## src/design/iac_pkg.sv

```systemverilog
package iac_pkg;

    // ------------------------------------------------------------
    // Machine cycle timing
    // ------------------------------------------------------------
    localparam logic [2:0] T_FIRST     = 3'h1;
    localparam logic [2:0] T_STROBE_A  = 3'h2;
    localparam logic [2:0] T_DATA      = 3'h3;
    localparam logic [2:0] T_LEN_FETCH = 3'h4;
    localparam logic [2:0] T_LEN_SHORT = 3'h3;

    // ------------------------------------------------------------
    // Reset values and stack steps
    // ------------------------------------------------------------
    localparam logic [15:0] ADDR_IDLE  = 16'h0000;
    localparam logic [7:0]  BYTE_ZERO  = 8'h00;
    localparam logic [15:0] STACK_STEP = 16'h0001;
    localparam logic [15:0] STACK_PAIR = 16'h0002;

    // ------------------------------------------------------------
    // Sequencer phases, one per machine cycle
    // ------------------------------------------------------------
    typedef enum logic [2:0] {
        PH_IDLE,
        PH_ACK1,
        PH_ACK2,
        PH_ACK3,
        PH_PUSH_HI,
        PH_PUSH_LO,
        PH_POP_LO,
        PH_POP_HI
    } iac_phase_t;

    function automatic logic [2:0] cycleLen(input iac_phase_t ph);
        cycleLen = (ph == PH_ACK1) ? T_LEN_FETCH : T_LEN_SHORT;
    endfunction

    function automatic logic isAckPhase(input iac_phase_t ph);
        isAckPhase = (ph == PH_ACK1) || (ph == PH_ACK2) || (ph == PH_ACK3);
    endfunction

endpackage

```

## src/design/iac_request_sampler.sv

```systemverilog
module iac_request_sampler
    import iac_pkg::*;
(
    input  wire logic       clk_sys,
    input  wire logic       rst_n,
    input  wire logic       sampleStrobe,
    input  wire logic       maskableRequest,
    input  wire logic [3:0] vectoredReq,
    input  wire logic       eiExec,
    input  wire logic       diExec,
    input  wire logic       seqBusy,
    output logic            intEnable,
    output logic            takeMaskable
);

    typedef struct packed {
        logic ie;
        logic take;
    } iac_smp_t;

    iac_smp_t smp_reg;
    iac_smp_t smp_next;

    always_comb begin
        smp_next = smp_reg;
        // Only the maskable line may be pending; any other wins elsewhere
        smp_next.take = sampleStrobe && !seqBusy && maskableRequest
                        && smp_reg.ie && (vectoredReq == 4'h0);
        if (smp_next.take) begin
            smp_next.ie = 1'b0;
        end else if (eiExec) begin
            smp_next.ie = 1'b1;
        end else if (diExec) begin
            smp_next.ie = 1'b0;
        end
    end

    always_ff @(posedge clk_sys or negedge rst_n) begin
        if (!rst_n) begin
            smp_reg <= '0;
        end else begin
            smp_reg <= smp_next;
        end
    end

    assign intEnable    = smp_reg.ie;
    assign takeMaskable = smp_reg.take;

endmodule

```

## src/design/iac_ack_sequencer.sv

```systemverilog
module iac_ack_sequencer
    import iac_pkg::*;
(
    input  wire logic        clk_sys,
    input  wire logic        rst_n,
    input  wire logic        sampleStrobe,
    input  wire logic        maskableRequest,
    input  wire logic [3:0]  vectoredReq,
    input  wire logic        eiExec,
    input  wire logic        diExec,
    input  wire logic        returnExec,
    input  wire logic [15:0] pcIn,
    input  wire logic [15:0] spIn,
    input  wire logic [7:0]  dataIn,
    output logic [15:0]      addrBus,
    output logic [7:0]       adOut,
    output logic             adOe,
    output logic             ale,
    output logic             ioMemSel,
    output logic             interruptAckStrobeN,
    output logic             readStrobeN,
    output logic             writeStrobeN,
    output logic             pcHoldInc,
    output logic             pcLoad,
    output logic [15:0]      pcLoadValue,
    output logic             spLoad,
    output logic [15:0]      spLoadValue,
    output logic             intEnable
);

    // ------------------------------------------------------------
    // State
    // ------------------------------------------------------------
    typedef struct packed {
        iac_phase_t  phase;
        logic [2:0]  tIdx;
        logic [15:0] savedPc;
        logic [15:0] sp;
        logic [7:0]  lowByte;
        logic [7:0]  highByte;
        logic [15:0] addrBus;
        logic [7:0]  adOut;
        logic        adOe;
        logic        ale;
        logic        ioMemSel;
        logic        ackN;
        logic        rdN;
        logic        wrN;
        logic        busy;
        logic        pcLoad;
        logic [15:0] pcLoadValue;
        logic        spLoad;
        logic [15:0] spLoadValue;
    } iac_seq_t;

    iac_seq_t seq_reg;
    iac_seq_t seq_next;
    logic     takeMaskable;

    iac_request_sampler u_sampler (
        .clk_sys         (clk_sys),
        .rst_n           (rst_n),
        .sampleStrobe    (sampleStrobe),
        .maskableRequest (maskableRequest),
        .vectoredReq     (vectoredReq),
        .eiExec          (eiExec),
        .diExec          (diExec),
        .seqBusy         (seq_reg.busy),
        .intEnable       (intEnable),
        .takeMaskable    (takeMaskable)
    );

    // ------------------------------------------------------------
    // Sequence and registered bus outputs
    // ------------------------------------------------------------
    logic [15:0] cycAddr;
    logic [7:0]  wrData;
    logic        active;
    logic        strobeT;

    always_comb begin
        seq_next        = seq_reg;
        seq_next.pcLoad = 1'b0;
        seq_next.spLoad = 1'b0;
        case (seq_reg.phase)
            PH_IDLE: begin
                // Taken pulse lands on the edge that opens T1
                if (takeMaskable) begin
                    seq_next.phase   = PH_ACK1;
                    seq_next.tIdx    = T_FIRST;
                    seq_next.savedPc = pcIn;
                    seq_next.sp      = spIn;
                end else if (returnExec) begin
                    seq_next.phase = PH_POP_LO;
                    seq_next.tIdx  = T_FIRST;
                    seq_next.sp    = spIn;
                end
            end
            default: begin
                if (seq_reg.tIdx == T_DATA) begin
                    case (seq_reg.phase)
                        PH_ACK2:   seq_next.lowByte  = dataIn;
                        PH_ACK3:   seq_next.highByte = dataIn;
                        PH_POP_LO: seq_next.lowByte  = dataIn;
                        PH_POP_HI: seq_next.highByte = dataIn;
                        default:   seq_next.lowByte  = seq_reg.lowByte;
                    endcase
                end
                if (seq_reg.tIdx == cycleLen(seq_reg.phase)) begin
                    seq_next.tIdx = T_FIRST;
                    case (seq_reg.phase)
                        PH_ACK1:    seq_next.phase = PH_ACK2;
                        PH_ACK2:    seq_next.phase = PH_ACK3;
                        PH_ACK3:    seq_next.phase = PH_PUSH_HI;
                        PH_PUSH_HI: seq_next.phase = PH_PUSH_LO;
                        PH_PUSH_LO: begin
                            seq_next.phase       = PH_IDLE;
                            seq_next.pcLoad      = 1'b1;
                            seq_next.pcLoadValue = {seq_reg.highByte, seq_reg.lowByte};
                            seq_next.spLoad      = 1'b1;
                            seq_next.spLoadValue = seq_reg.sp - STACK_PAIR;
                        end
                        PH_POP_LO:  seq_next.phase = PH_POP_HI;
                        PH_POP_HI: begin
                            seq_next.phase       = PH_IDLE;
                            seq_next.pcLoad      = 1'b1;
                            seq_next.pcLoadValue = {dataIn, seq_reg.lowByte};
                            seq_next.spLoad      = 1'b1;
                            seq_next.spLoadValue = seq_reg.sp + STACK_PAIR;
                        end
                        default:    seq_next.phase = PH_IDLE;
                    endcase
                end else begin
                    seq_next.tIdx = seq_reg.tIdx + T_FIRST;
                end
            end
        endcase

        // Outputs are worked out for the coming state so they leave flops
        case (seq_next.phase)
            PH_PUSH_HI: begin
                cycAddr = seq_next.sp - STACK_STEP;
                wrData  = seq_next.savedPc[15:8];
            end
            PH_PUSH_LO: begin
                cycAddr = seq_next.sp - STACK_PAIR;
                wrData  = seq_next.savedPc[7:0];
            end
            PH_POP_LO: begin
                cycAddr = seq_next.sp;
                wrData  = BYTE_ZERO;
            end
            PH_POP_HI: begin
                cycAddr = seq_next.sp + STACK_STEP;
                wrData  = BYTE_ZERO;
            end
            default: begin
                // Acknowledge cycles show the frozen counter; nobody decodes it
                cycAddr = seq_next.savedPc;
                wrData  = BYTE_ZERO;
            end
        endcase
        active  = (seq_next.phase != PH_IDLE);
        strobeT = active && ((seq_next.tIdx == T_STROBE_A) || (seq_next.tIdx == T_DATA));

        seq_next.busy     = active;
        seq_next.addrBus  = active ? cycAddr : ADDR_IDLE;
        seq_next.ale      = active && (seq_next.tIdx == T_FIRST);
        seq_next.ioMemSel = isAckPhase(seq_next.phase);
        seq_next.ackN     = !(strobeT && isAckPhase(seq_next.phase));
        seq_next.rdN      = !(strobeT && ((seq_next.phase == PH_POP_LO)
                                          || (seq_next.phase == PH_POP_HI)));
        seq_next.wrN      = !(strobeT && ((seq_next.phase == PH_PUSH_HI)
                                          || (seq_next.phase == PH_PUSH_LO)));
        seq_next.adOe     = seq_next.ale || !seq_next.wrN;
        seq_next.adOut    = seq_next.ale ? cycAddr[7:0] : (!seq_next.wrN ? wrData : BYTE_ZERO);
    end

    always_ff @(posedge clk_sys or negedge rst_n) begin
        if (!rst_n) begin
            seq_reg       <= '0;
            seq_reg.phase <= PH_IDLE;
            seq_reg.ackN  <= 1'b1;
            seq_reg.rdN   <= 1'b1;
            seq_reg.wrN   <= 1'b1;
        end else begin
            seq_reg <= seq_next;
        end
    end

    assign addrBus             = seq_reg.addrBus;
    assign adOut               = seq_reg.adOut;
    assign adOe                = seq_reg.adOe;
    assign ale                 = seq_reg.ale;
    assign ioMemSel            = seq_reg.ioMemSel;
    assign interruptAckStrobeN = seq_reg.ackN;
    assign readStrobeN         = seq_reg.rdN;
    assign writeStrobeN        = seq_reg.wrN;
    assign pcHoldInc           = seq_reg.busy;
    assign pcLoad              = seq_reg.pcLoad;
    assign pcLoadValue         = seq_reg.pcLoadValue;
    assign spLoad              = seq_reg.spLoad;
    assign spLoadValue         = seq_reg.spLoadValue;

endmodule

```

## config.mk

```make
export PLATFORM = sky130hd
export DESIGN_NAME = iac_ack_sequencer
export DESIGN_NICKNAME = d
export VERILOG_FILES = /design/src/design/iac_pkg.sv /design/src/design/iac_request_sampler.sv /design/src/design/iac_ack_sequencer.sv
export SDC_FILE = /design/constraint.sdc
export NUM_CORES = 1
export LEC_CHECK = 0
export BUFFER_PORTS_ARGS = -buffer_cell sky130_fd_sc_hd__buf_2
export CAP_MARGIN = 20
export CORE_ASPECT_RATIO = 0.9
export CORE_UTILIZATION = 57
export CTS_BUF_LIST = sky130_fd_sc_hd__clkbuf_8 sky130_fd_sc_hd__clkbuf_16
export CTS_CLUSTER_SIZE = 10
export DETAILED_ROUTE_END_ITERATION = 10
export PLACE_DENSITY = 0.86
export SLEW_MARGIN = 20
export SYNTH_ARGS = -nofsm -noshare
export SYNTH_HDL_FRONTEND = slang
export SYNTH_SLANG_ARGS = --single-unit
```

## constraint.sdc

```tcl
create_clock -name clk_sys -period 4.55 [get_ports clk_sys]
set_clock_uncertainty 0.1 [all_clocks]
set_input_delay 0.2275 -clock clk_sys [delete_from_list [all_inputs] [get_ports clk_sys]]
set_output_delay 0.2275 -clock clk_sys [all_outputs]
set_load 0.02 [all_outputs]
```

Yosys cells after proc, flatten, opt, wreduce, memory -nomap -nowiden. Cells that the tools add are included.

Register bits after elaboration: 121. Output and inout port bits: 66. Word-level logic and storage cells: 98. Input bits: 51.

$add $sub $neg: 6. Reductions and logical operators: 29. Eq/ne operators: 19. Muxes and demuxes: 22. Bitwise logic cells: 1.

Operator list (number): $mux W34 (2); $pmux W34 S2 (1); $mux W16 (4); $pmux W16 S4 (1); $mux W32 (1); $sub A16 B2 Y16 const B (2); $eq A3 B3 Y1 const B (8); $eq A3 B2 Y1 const B (7); $mux W6 (3); $add A16 B1 Y16 const B (1); $add A16 B2 Y16 const B (1); $mux W8 (2); $pmux W8 S2 (1); $sub A16 B1 Y16 const B (1); $pmux W3 S5 (1); $eq A3 B1 Y1 const B (3); $logic_and A1 B1 Y1 (9); $mux W3 (3); $reduce_and A3 Y1 (3); $logic_or A1 B1 Y1 (6); $reduce_bool A3 Y1 (2); $logic_not A1 Y1 (4); $logic_not A4 Y1 (1); $reduce_or A2 Y1 (2); 6 further kinds (8).

Longest topological paths before layout. Gate-level depths: netlist of run 1.

Word-level depth: 11. Gate-level depth with buffers: 17. Depth with buffers taken out: 14.

Modules after synthesis. From an unflattened synthesis of run 1, not the netlist that was laid out.

Cells, all modules: 752. Area, all modules: 7224.4 µm².

Modules (own cells, without submodules): iac_ack_sequencer (area an instance 7125.6 µm², sequential area each 2956.6 µm², cells each 745, instances 1); iac_request_sampler (area an instance 98.8 µm², sequential area each 50.0 µm², cells each 7, instances 1).

Worst setup path after synthesis of run 1. Ideal clock, no wire load.

Path kind: register -> register. Start: reg seq_reg[117] (netlist bit). End: reg seq_reg, in the netlist addrBus[10]. Path buffers: 1. Clock period less this slack: 4005 ps. Slack: 545 ps. Cell stages (with the launch flop): 15. Library setup time: 124 ps. Data required time: 4326 ps. Arrival time: 3781 ps. Cell sequence: dfrtp_1 > buf_2 > a21boi_0 > o21ai_2 > nand2_1 > or3_1 > fa_1 > a21o_1 > a21oi_1 > o21bai_1 > a211o_1 > a31oi_1 > o21ai_0 > xor2_1 > a211o_1.

RTL lines: start, declared (line iac_ack_sequencer.sv:56) `iac_seq_t seq_reg;`; start signal, assigned (line iac_ack_sequencer.sv:187) `seq_reg <= seq_next;`.

==> results of run 1 <==
## where the power goes
part	total (mW)	switching (mW)	internal, mW
Combinational	4.35	2.69	1.66
Sequential	1.79	0.282	1.51
Clock	1.33	0.557	0.772
Total	7.48	3.53	3.94
## Yosys cell counts, drive strengths merged, types with 10 or more instances
master / number / area, sq um
buf: 73 / 524
nand2: 85 / 319
mux2i: 19 / 203
xnor2: 13 / 114
o21ai: 40 / 204
inv: 36 / 135
nor2: 59 / 234
ha: 30 / 375
mux2: 28 / 315
nand2b: 13 / 81.3
a21oi: 38 / 194
dfrtp: 117 / 2930
xor2: 10 / 87.6
nor3: 17 / 95.1
a21o: 10 / 75.1
nand3: 20 / 105
## placed cells by master, fill, tap and decap left out, drive strengths merged, types with 20 or more instances in the layout
master	n
ha	30
dfrtp	117
buf	127
nand3	20
a21oi	38
nor2	59
o21ai	40
nand2	85
mux2	28
inv	45
## per-stage QoR
step,area [sq um],hold slack (ps),setup slack [ps]
final,8330,1.54,235
after global routing,8330,3.70,46.5
after CTS,8310,0.819,244
after detailed placement,7550,351,291
after global placement,7550,341,452
after floorplan,7230,-168,545
## routing by layer
metal  track usage [%]  vias up  part of all wire [%]  routed length, microns
met3              7.58       49                   8.2                    1540
met2              49.1      333                    49                    9210
met5                 0        -                     0                       0
met4              11.4        0                   2.3                     425
met1              36.3     2940                    41                    7660
li1                  -     2827                     -                       -
## timing repair
item | CTS | global route
endpoints found under the hold margin | 100 | 1
hold buffers | 18 | 1
endpoints found under the setup margin | 0 | 6
resized for setup | 0 | 2
## layout make-up
cell class | instances | area share [%]
timing repair buffer | 146 | 10.3
clock inverter | 15 | 1.86
tap | 160 | 2.40
clock buffer | 17 | 5.11
multi-input combinational | 523 | 42.6
inverter | 36 | 1.62
sequential | 120 | 36.1
## cell families (layout without fill, tap and decap cells)
kind of cell / Yosys count / in the layout
AND/OR/NAND/NOR: 247 / 247
AO/OA/AOI/OAI: 174 / 174
flip-flops: 120 / 120
buffers and inverters: 117 / 214
multiplexers: 47 / 47
adder cells (fa/ha/maj): 32 / 32
XOR/XNOR: 23 / 23
## how the worst min path moves through the flow
stage / startpoint / end / slack (ps) / depth (start not counted)
floorplan: rst_n / adOe / -170 / 0
global placement: seq_reg[73] / pcLoadValue[0] / 340 / 2
detailed placement: seq_reg[76] / pcLoadValue[3] / 350 / 2
CTS: dataIn[2] / seq_reg[75] / 0.8 / 2
global route: pcIn[5] / seq_reg[102] / 4 / 2
finish: pcIn[5] / seq_reg[102] / 2 / 2
==> out/qor.yml, run 1 <==
relSlewSlack_pct: 47.5
yosys.area_share.simple_pct: 16.7
cp_top_family: "simple AND/OR/NAND/NOR gates"
setup_viol: 0
worstPathMaxFanout: 16
cts-htree-levels: 4
seq_area_sq_mm: 0.00301
status: "complete, no violations"
ys.flop_type: "dfrtp_1"
cts_tree: "built"
synth_nets: 843
reg2reg_depth: 12
dp_cells: 966
critPathArrivalTime_ps: 4520
totalWireLength_microns: 18800
post_cts_buffers: 0
synthCells: 760
yosys.area_share.adder_pct: 5.74
row_count: 38
multiInputGateArea_sq_mm: 0.00355
drv_cap: 0
hold_viol_final: 0
ant_nets: 0
die_x_microns: 121
antenna_found_initial: 0
r2r-start: "seq_reg[116]"
drt_iter0_drc: 576
synth_cell_type_count: 80
largest_reg_flops: 54
cts_buffers: 17
synth_edf_count: 0
ys_seq_area_share_pct: 41.6
cpPeakStageDelay_ps: 630
vias: 6149
wire_per_inst_microns: 18.5
die_y_microns: 109
grt_setup_unrepaired: "no"
drcViolationCount: 0
maxSlewViolCount: 0
grt_pass1_wl_microns: 29200
cts-root-buf: "clkbuf_16"
power.leakage_nw: 4.01
period_needed_ps: 4320
grt_pass1_vias: 5945
crit_start: "seq_reg[116]"
synth_xor_area_share_pct: 2.78
muxShareOfSynthArea_pct: 7.16
clkTransAtPathRegs_ps: 60
final_nets: 927
powerDensity_mw_per_mm2: 897
grt_max_degree: 85
worstSetupPathType: "register to register"
fin_setup_tns_ps: 0
place_congestion: 0.941
ys_ff_latch: 120
synth_top_family_by_area: "simple AND/OR/NAND/NOR gates"
io_pins: 117
r2r_end: "addrBus[15]"
core_area_sq_mm: 0.0122
initial_core_util_pct: 59.2
netlist_area_sq_mm: 0.00723
crit_buf_inv: 2
cp-start-kind: "register"
avgViaCountPerCell: 6.05
synth_compound_area_share_pct: 16.5
path_cells: "or3_1 > nor2_2 > buf_4 > mux2i_1 > inv_1 > ha_1 > and3_1 > nor2b_1 > a2111oi_2 > o31ai_1 > mux2i_1 > o21ai_1"
synth-warning-count: 0
layout_worst_path_cycle_share_pct: 94.8
dp_hpwl_microns: 12700
diodes: 0
cts_buffer_depth: 2
regToRegSetupSlack_ps: 230
hp-class: "input pin to register"
total_power_mw: 7.48
crit_path_frequent_cell: "mux2i_1"
fillers: 892
final_cells: 1017
grt_usage_pct: 29.2
cts_num_sinks: 120
cp_num_cells: 12
ir_drop_uv: 439
gr-total-overflow: 0
fmax_mhz: 232
async_flop_share_pct: 100
setup.worst_path.end_class: "register"
clkLatencyLatePin_ps: 420
cp-endpoint: "addrBus[15]"
syn2layout_area_growth_pct: 15.1
die_area_sq_mm: 0.0131
final_layout_size_suffix_gt1_share_pct: 25.2
final_util_pct: 68.2
port_buffers: 116
cp_slowest_cell: "or3_1"
worst_pin_slew_ps: 787
syn_avg_cell_area_sq_um: 9.52
dr.pass1.iters: 6
crit_required_ps: 4750
No activity file was read; power rests on OpenSTA's default activity.
==> inputs of run 2 (changes only) <==
--- a/config.mk
+++ b/config.mk
@@ -5,13 +5,13 @@
 export SDC_FILE = /design/constraint.sdc
 export NUM_CORES = 1
 export LEC_CHECK = 0
-export BUFFER_PORTS_ARGS = -buffer_cell sky130_fd_sc_hd__buf_2
 export CAP_MARGIN = 20
 export CORE_ASPECT_RATIO = 0.9
-export CORE_UTILIZATION = 57
+export CORE_UTILIZATION = 64
 export CTS_BUF_LIST = sky130_fd_sc_hd__clkbuf_8 sky130_fd_sc_hd__clkbuf_16
 export CTS_CLUSTER_SIZE = 10
 export DETAILED_ROUTE_END_ITERATION = 10
+export DONT_BUFFER_PORTS = 1
 export PLACE_DENSITY = 0.86
 export SLEW_MARGIN = 20
 export SYNTH_ARGS = -nofsm -noshare
==> constraint.sdc (replaced) <==
create_clock -name clk_sys -period 4.05 [get_ports clk_sys]
set_clock_uncertainty 0.1 [all_clocks]
set_input_delay 0.2025 -clock clk_sys [delete_from_list [all_inputs] [get_ports clk_sys]]
set_output_delay 0.2025 -clock clk_sys [all_outputs]
set_load 0.02 [all_outputs]
==> run 2 against run 1 <==
Effect of this change: clock power is 16% higher; via count is 1.3% lower; core utilization increased by 7.0 points; critical endpoint is now addrBus[11]; largest power group unchanged.
==> out/qor.yml, run 2 (same netlist as run 1, synthesis figures left out) <==
status: "complete, no violations"  # unchanged
setup_viol: 0  # unchanged
worst_pin_slew_ps: 932  # was 787 ps
initial_core_util_pct: 66.4  # was 59.2%
dp_hpwl_microns: 13000  # was 12700 microns
core_area_sq_mm: 0.0109  # was 0.0122 sq mm
dr.pass1.iters: 5  # was 6
p_switching_mw: 4.02  # was 3.53 mW
drt_iter0_drc: 584  # was 576
row_count: 36  # was 38
final_layout_size_suffix_gt1_share_pct: 15.1  # was 25.2%
fillers: 713  # was 892
crit_buf_inv: 1  # was 2
ant_nets: 0  # unchanged
final_common_cell: "dfrtp_1"  # unchanged
hold_viol_final: 0  # unchanged
clkTransAtPathRegs_ps: 60  # about the same
syn2layout_area_growth_pct: 13.2  # was 15.1%
die_area_sq_mm: 0.0117  # was 0.0131 sq mm
drcViolationCount: 0  # unchanged
final_cells: 931  # was 1017
critPathArrivalTime_ps: 4100  # was 4520 ps
power.internal_mw: 4.48  # was 3.94 mW
reg2reg_depth: 12  # unchanged
hold_depth: 2  # unchanged
r2r_end: "addrBus[11]"  # was addrBus[15]
fmax_mhz: 255  # was 232 MHz
antenna_found_initial: 0  # unchanged
layout_worst_path_cycle_share_pct: 96.7  # was 94.8%
port_buffers: 0  # was 116
grt_pass1_wl_microns: 31000  # was 29200 microns
period_needed_ps: 3920  # was 4320 ps
path_cells: "and3b_2 > nor2_1 > a211o_1 > or3_1 > buf_4 > ha_1 > a21o_1 > a22oi_2 > a21oi_2 > a2111oi_2 > xor2_1 > o21ai_0"  # was or3_1 > nor2_2 > buf_4 > mux2i_1 > inv_1 > ha_1 > and3_1 > nor2b_1 > a2111oi_2 > o31ai_1 > mux2i_1 > o21ai_1
final_nets: 849  # was 927
worstHoldEndpoint: "seq_reg[94]"  # was seq_reg[102]
drv_cap: 0  # unchanged
worstPathMaxFanout: 14  # was 16
largest_reg_flops: 54  # unchanged
grt_max_degree: 121  # was 85
grt_pass1_vias: 6178  # was 5945
total_power_mw: 8.50  # was 7.48 mW
power.leakage_nw: 3.72  # was 4.01 nW
cts-htree-levels: 4  # unchanged
cp_slowest_cell: "a2111oi_2"  # was or3_1
gr-total-overflow: 0  # unchanged
die_y_microns: 103  # was 109 microns
cts_buffers: 17  # unchanged
clkLatencyLatePin_ps: 430  # was 420 ps
diodes: 0  # unchanged
dp_cells: 852  # was 966
io_pins: 117  # unchanged
maxSlewViolCount: 0  # unchanged
vias: 6069  # was 6149
cts_buffer_depth: 2  # unchanged
regToRegSetupSlack_ps: 130  # was 230 ps
final_cell_mix: "114 x dfrtp_1, 85 x nand2_1, 56 x nor2_1, 46 x dlygate4sd3_1"  # was 116 x dfrtp_1, 115 x buf_2, 85 x nand2_1, 56 x nor2_1, 37 x a21oi_1
cp_top_family: "compound AO/OA/AOI/OAI gates"  # was simple AND/OR/NAND/NOR gates
cpPeakStageDelay_ps: 510  # was 630 ps
avgViaCountPerCell: 6.52  # was 6.05
powerDensity_mw_per_mm2: 1040  # was 897 mW/mm^2
hp-class: "input pin to register"  # unchanged
grt_usage_pct: 35.0  # was 29.2%
grt_setup_unrepaired: "yes"  # was no
power_frac_clock_pct: 18.1  # was 17.8%
wire_per_inst_microns: 20.8  # was 18.5 microns
cp-start-kind: "register"  # unchanged
relSlewSlack_pct: 37.9  # was 47.5%
cts_num_sinks: 120  # unchanged
r2r-start: "seq_reg[115]"  # was seq_reg[116]
seqPwrFrac_pct: 28.2  # was 24.0%
power_frac_comb_pct: 53.7  # was 58.2%
place_congestion: 0.913  # was 0.941
crit_required_ps: 4230  # was 4750 ps
cts_tree: "built"  # unchanged
ir_drop_uv: 553  # was 439 uV
totalWireLength_microns: 19400  # was 18800 microns
min_from: "spIn[13]"  # was pcIn[5]
die_x_microns: 114  # was 121 microns
setup.worst_path.end_class: "register"  # unchanged
worstSetupPathType: "register to register"  # unchanged
swShare_pct: 47.3  # was 47.2%
cts-root-buf: "clkbuf_16"  # unchanged
-- run 2: changes by cell type in the layout (fill, tap and decap cells not counted), sizes merged --
cell,delta
clkinv,+2
dlygate4sd3,+27
bufinv,+2
clkinvlp,+1
buf,-105
inv,-6
clkbuf,+1
-- run 2: how the worst max path moves through the flow --
| stage | endpoint | startpoint | slack (ps) | cells past startpoint |
|---|---|---|---|---|
| after floorplan | addrBus[10] | seq_reg[117] | 40 | 14 |
| after global placement | addrBus[10] | seq_reg[117] | 260 | 13 |
| after detailed placement | addrBus[11] | seq_reg[117] | 120 | 12 |
| after CTS | addrBus[11] | seq_reg[117] | 50 | 12 |
| after global routing | addrBus[11] | seq_reg[113] | -30 | 12 |
| final | addrBus[11] | seq_reg[115] | 130 | 12 |
-- run 2: cell type report --
cell class / count / area [sq um] / area share (%)
clock buffer: 18 / 439 / 5.36
clock inverter: 14 / 160 / 1.96
inverter: 36 / 135 / 1.65
multi-input combinational: 523 / 3600 / 43.9
sequential: 120 / 3010 / 36.8
tap: 152 / 190 / 2.32
timing repair buffer: 68 / 658 / 8.04
-- run 2: through the flow --
stage	TNS, ps	setup WS, ps	hold WS, ps	area [sq um]	util [%]
final	0	133	24.6	8190	75.1
after floorplan	0	44.8	-193	7230	-
after detailed placement	0	116	-191	7040	64.6
after global placement	0	264	-190	7040	64.6
after CTS	0	45.6	8.22	8130	74.6
after global routing	-43.1	-31.6	40.3	8190	75.1
-- run 2: power by group through the flow --
stage / Combinational [mW] / Sequential (mW) / Clock (mW)
6_report: 4.56 / 2.40 / 1.54
5_1_grt: 5.01 / 2.46 / 1.60
4_1_cts: 4.34 / 2.39 / 1.53
3_5_place_dp: 4.18 / 2.40 / 0
3_3_place_gp: 4.04 / 2.38 / 0
2_1_floorplan: 3.91 / 1.95 / 0
-- run 2: layer usage --
metal	vias to the layer above	global-route usage (%)	wire (microns)
met3	79	9.52	1630
met1	2964	41.5	7580
met5	-	0	0
li1	2668	-	-
met2	358	57.5	9320
met4	0	21.9	835
-- run 2: timing repair --
| item | CTS | global route |
|---|---|---|
| endpoints found under the hold margin | 178 | 0 |
| setup endpoints to repair | 1 | 7 |
| gates resized for setup | 2 | 13 |
| setup buffers | 0 | 0 |
| pin swaps | 0 | 0 |
| hold buffers | 47 | 0 |
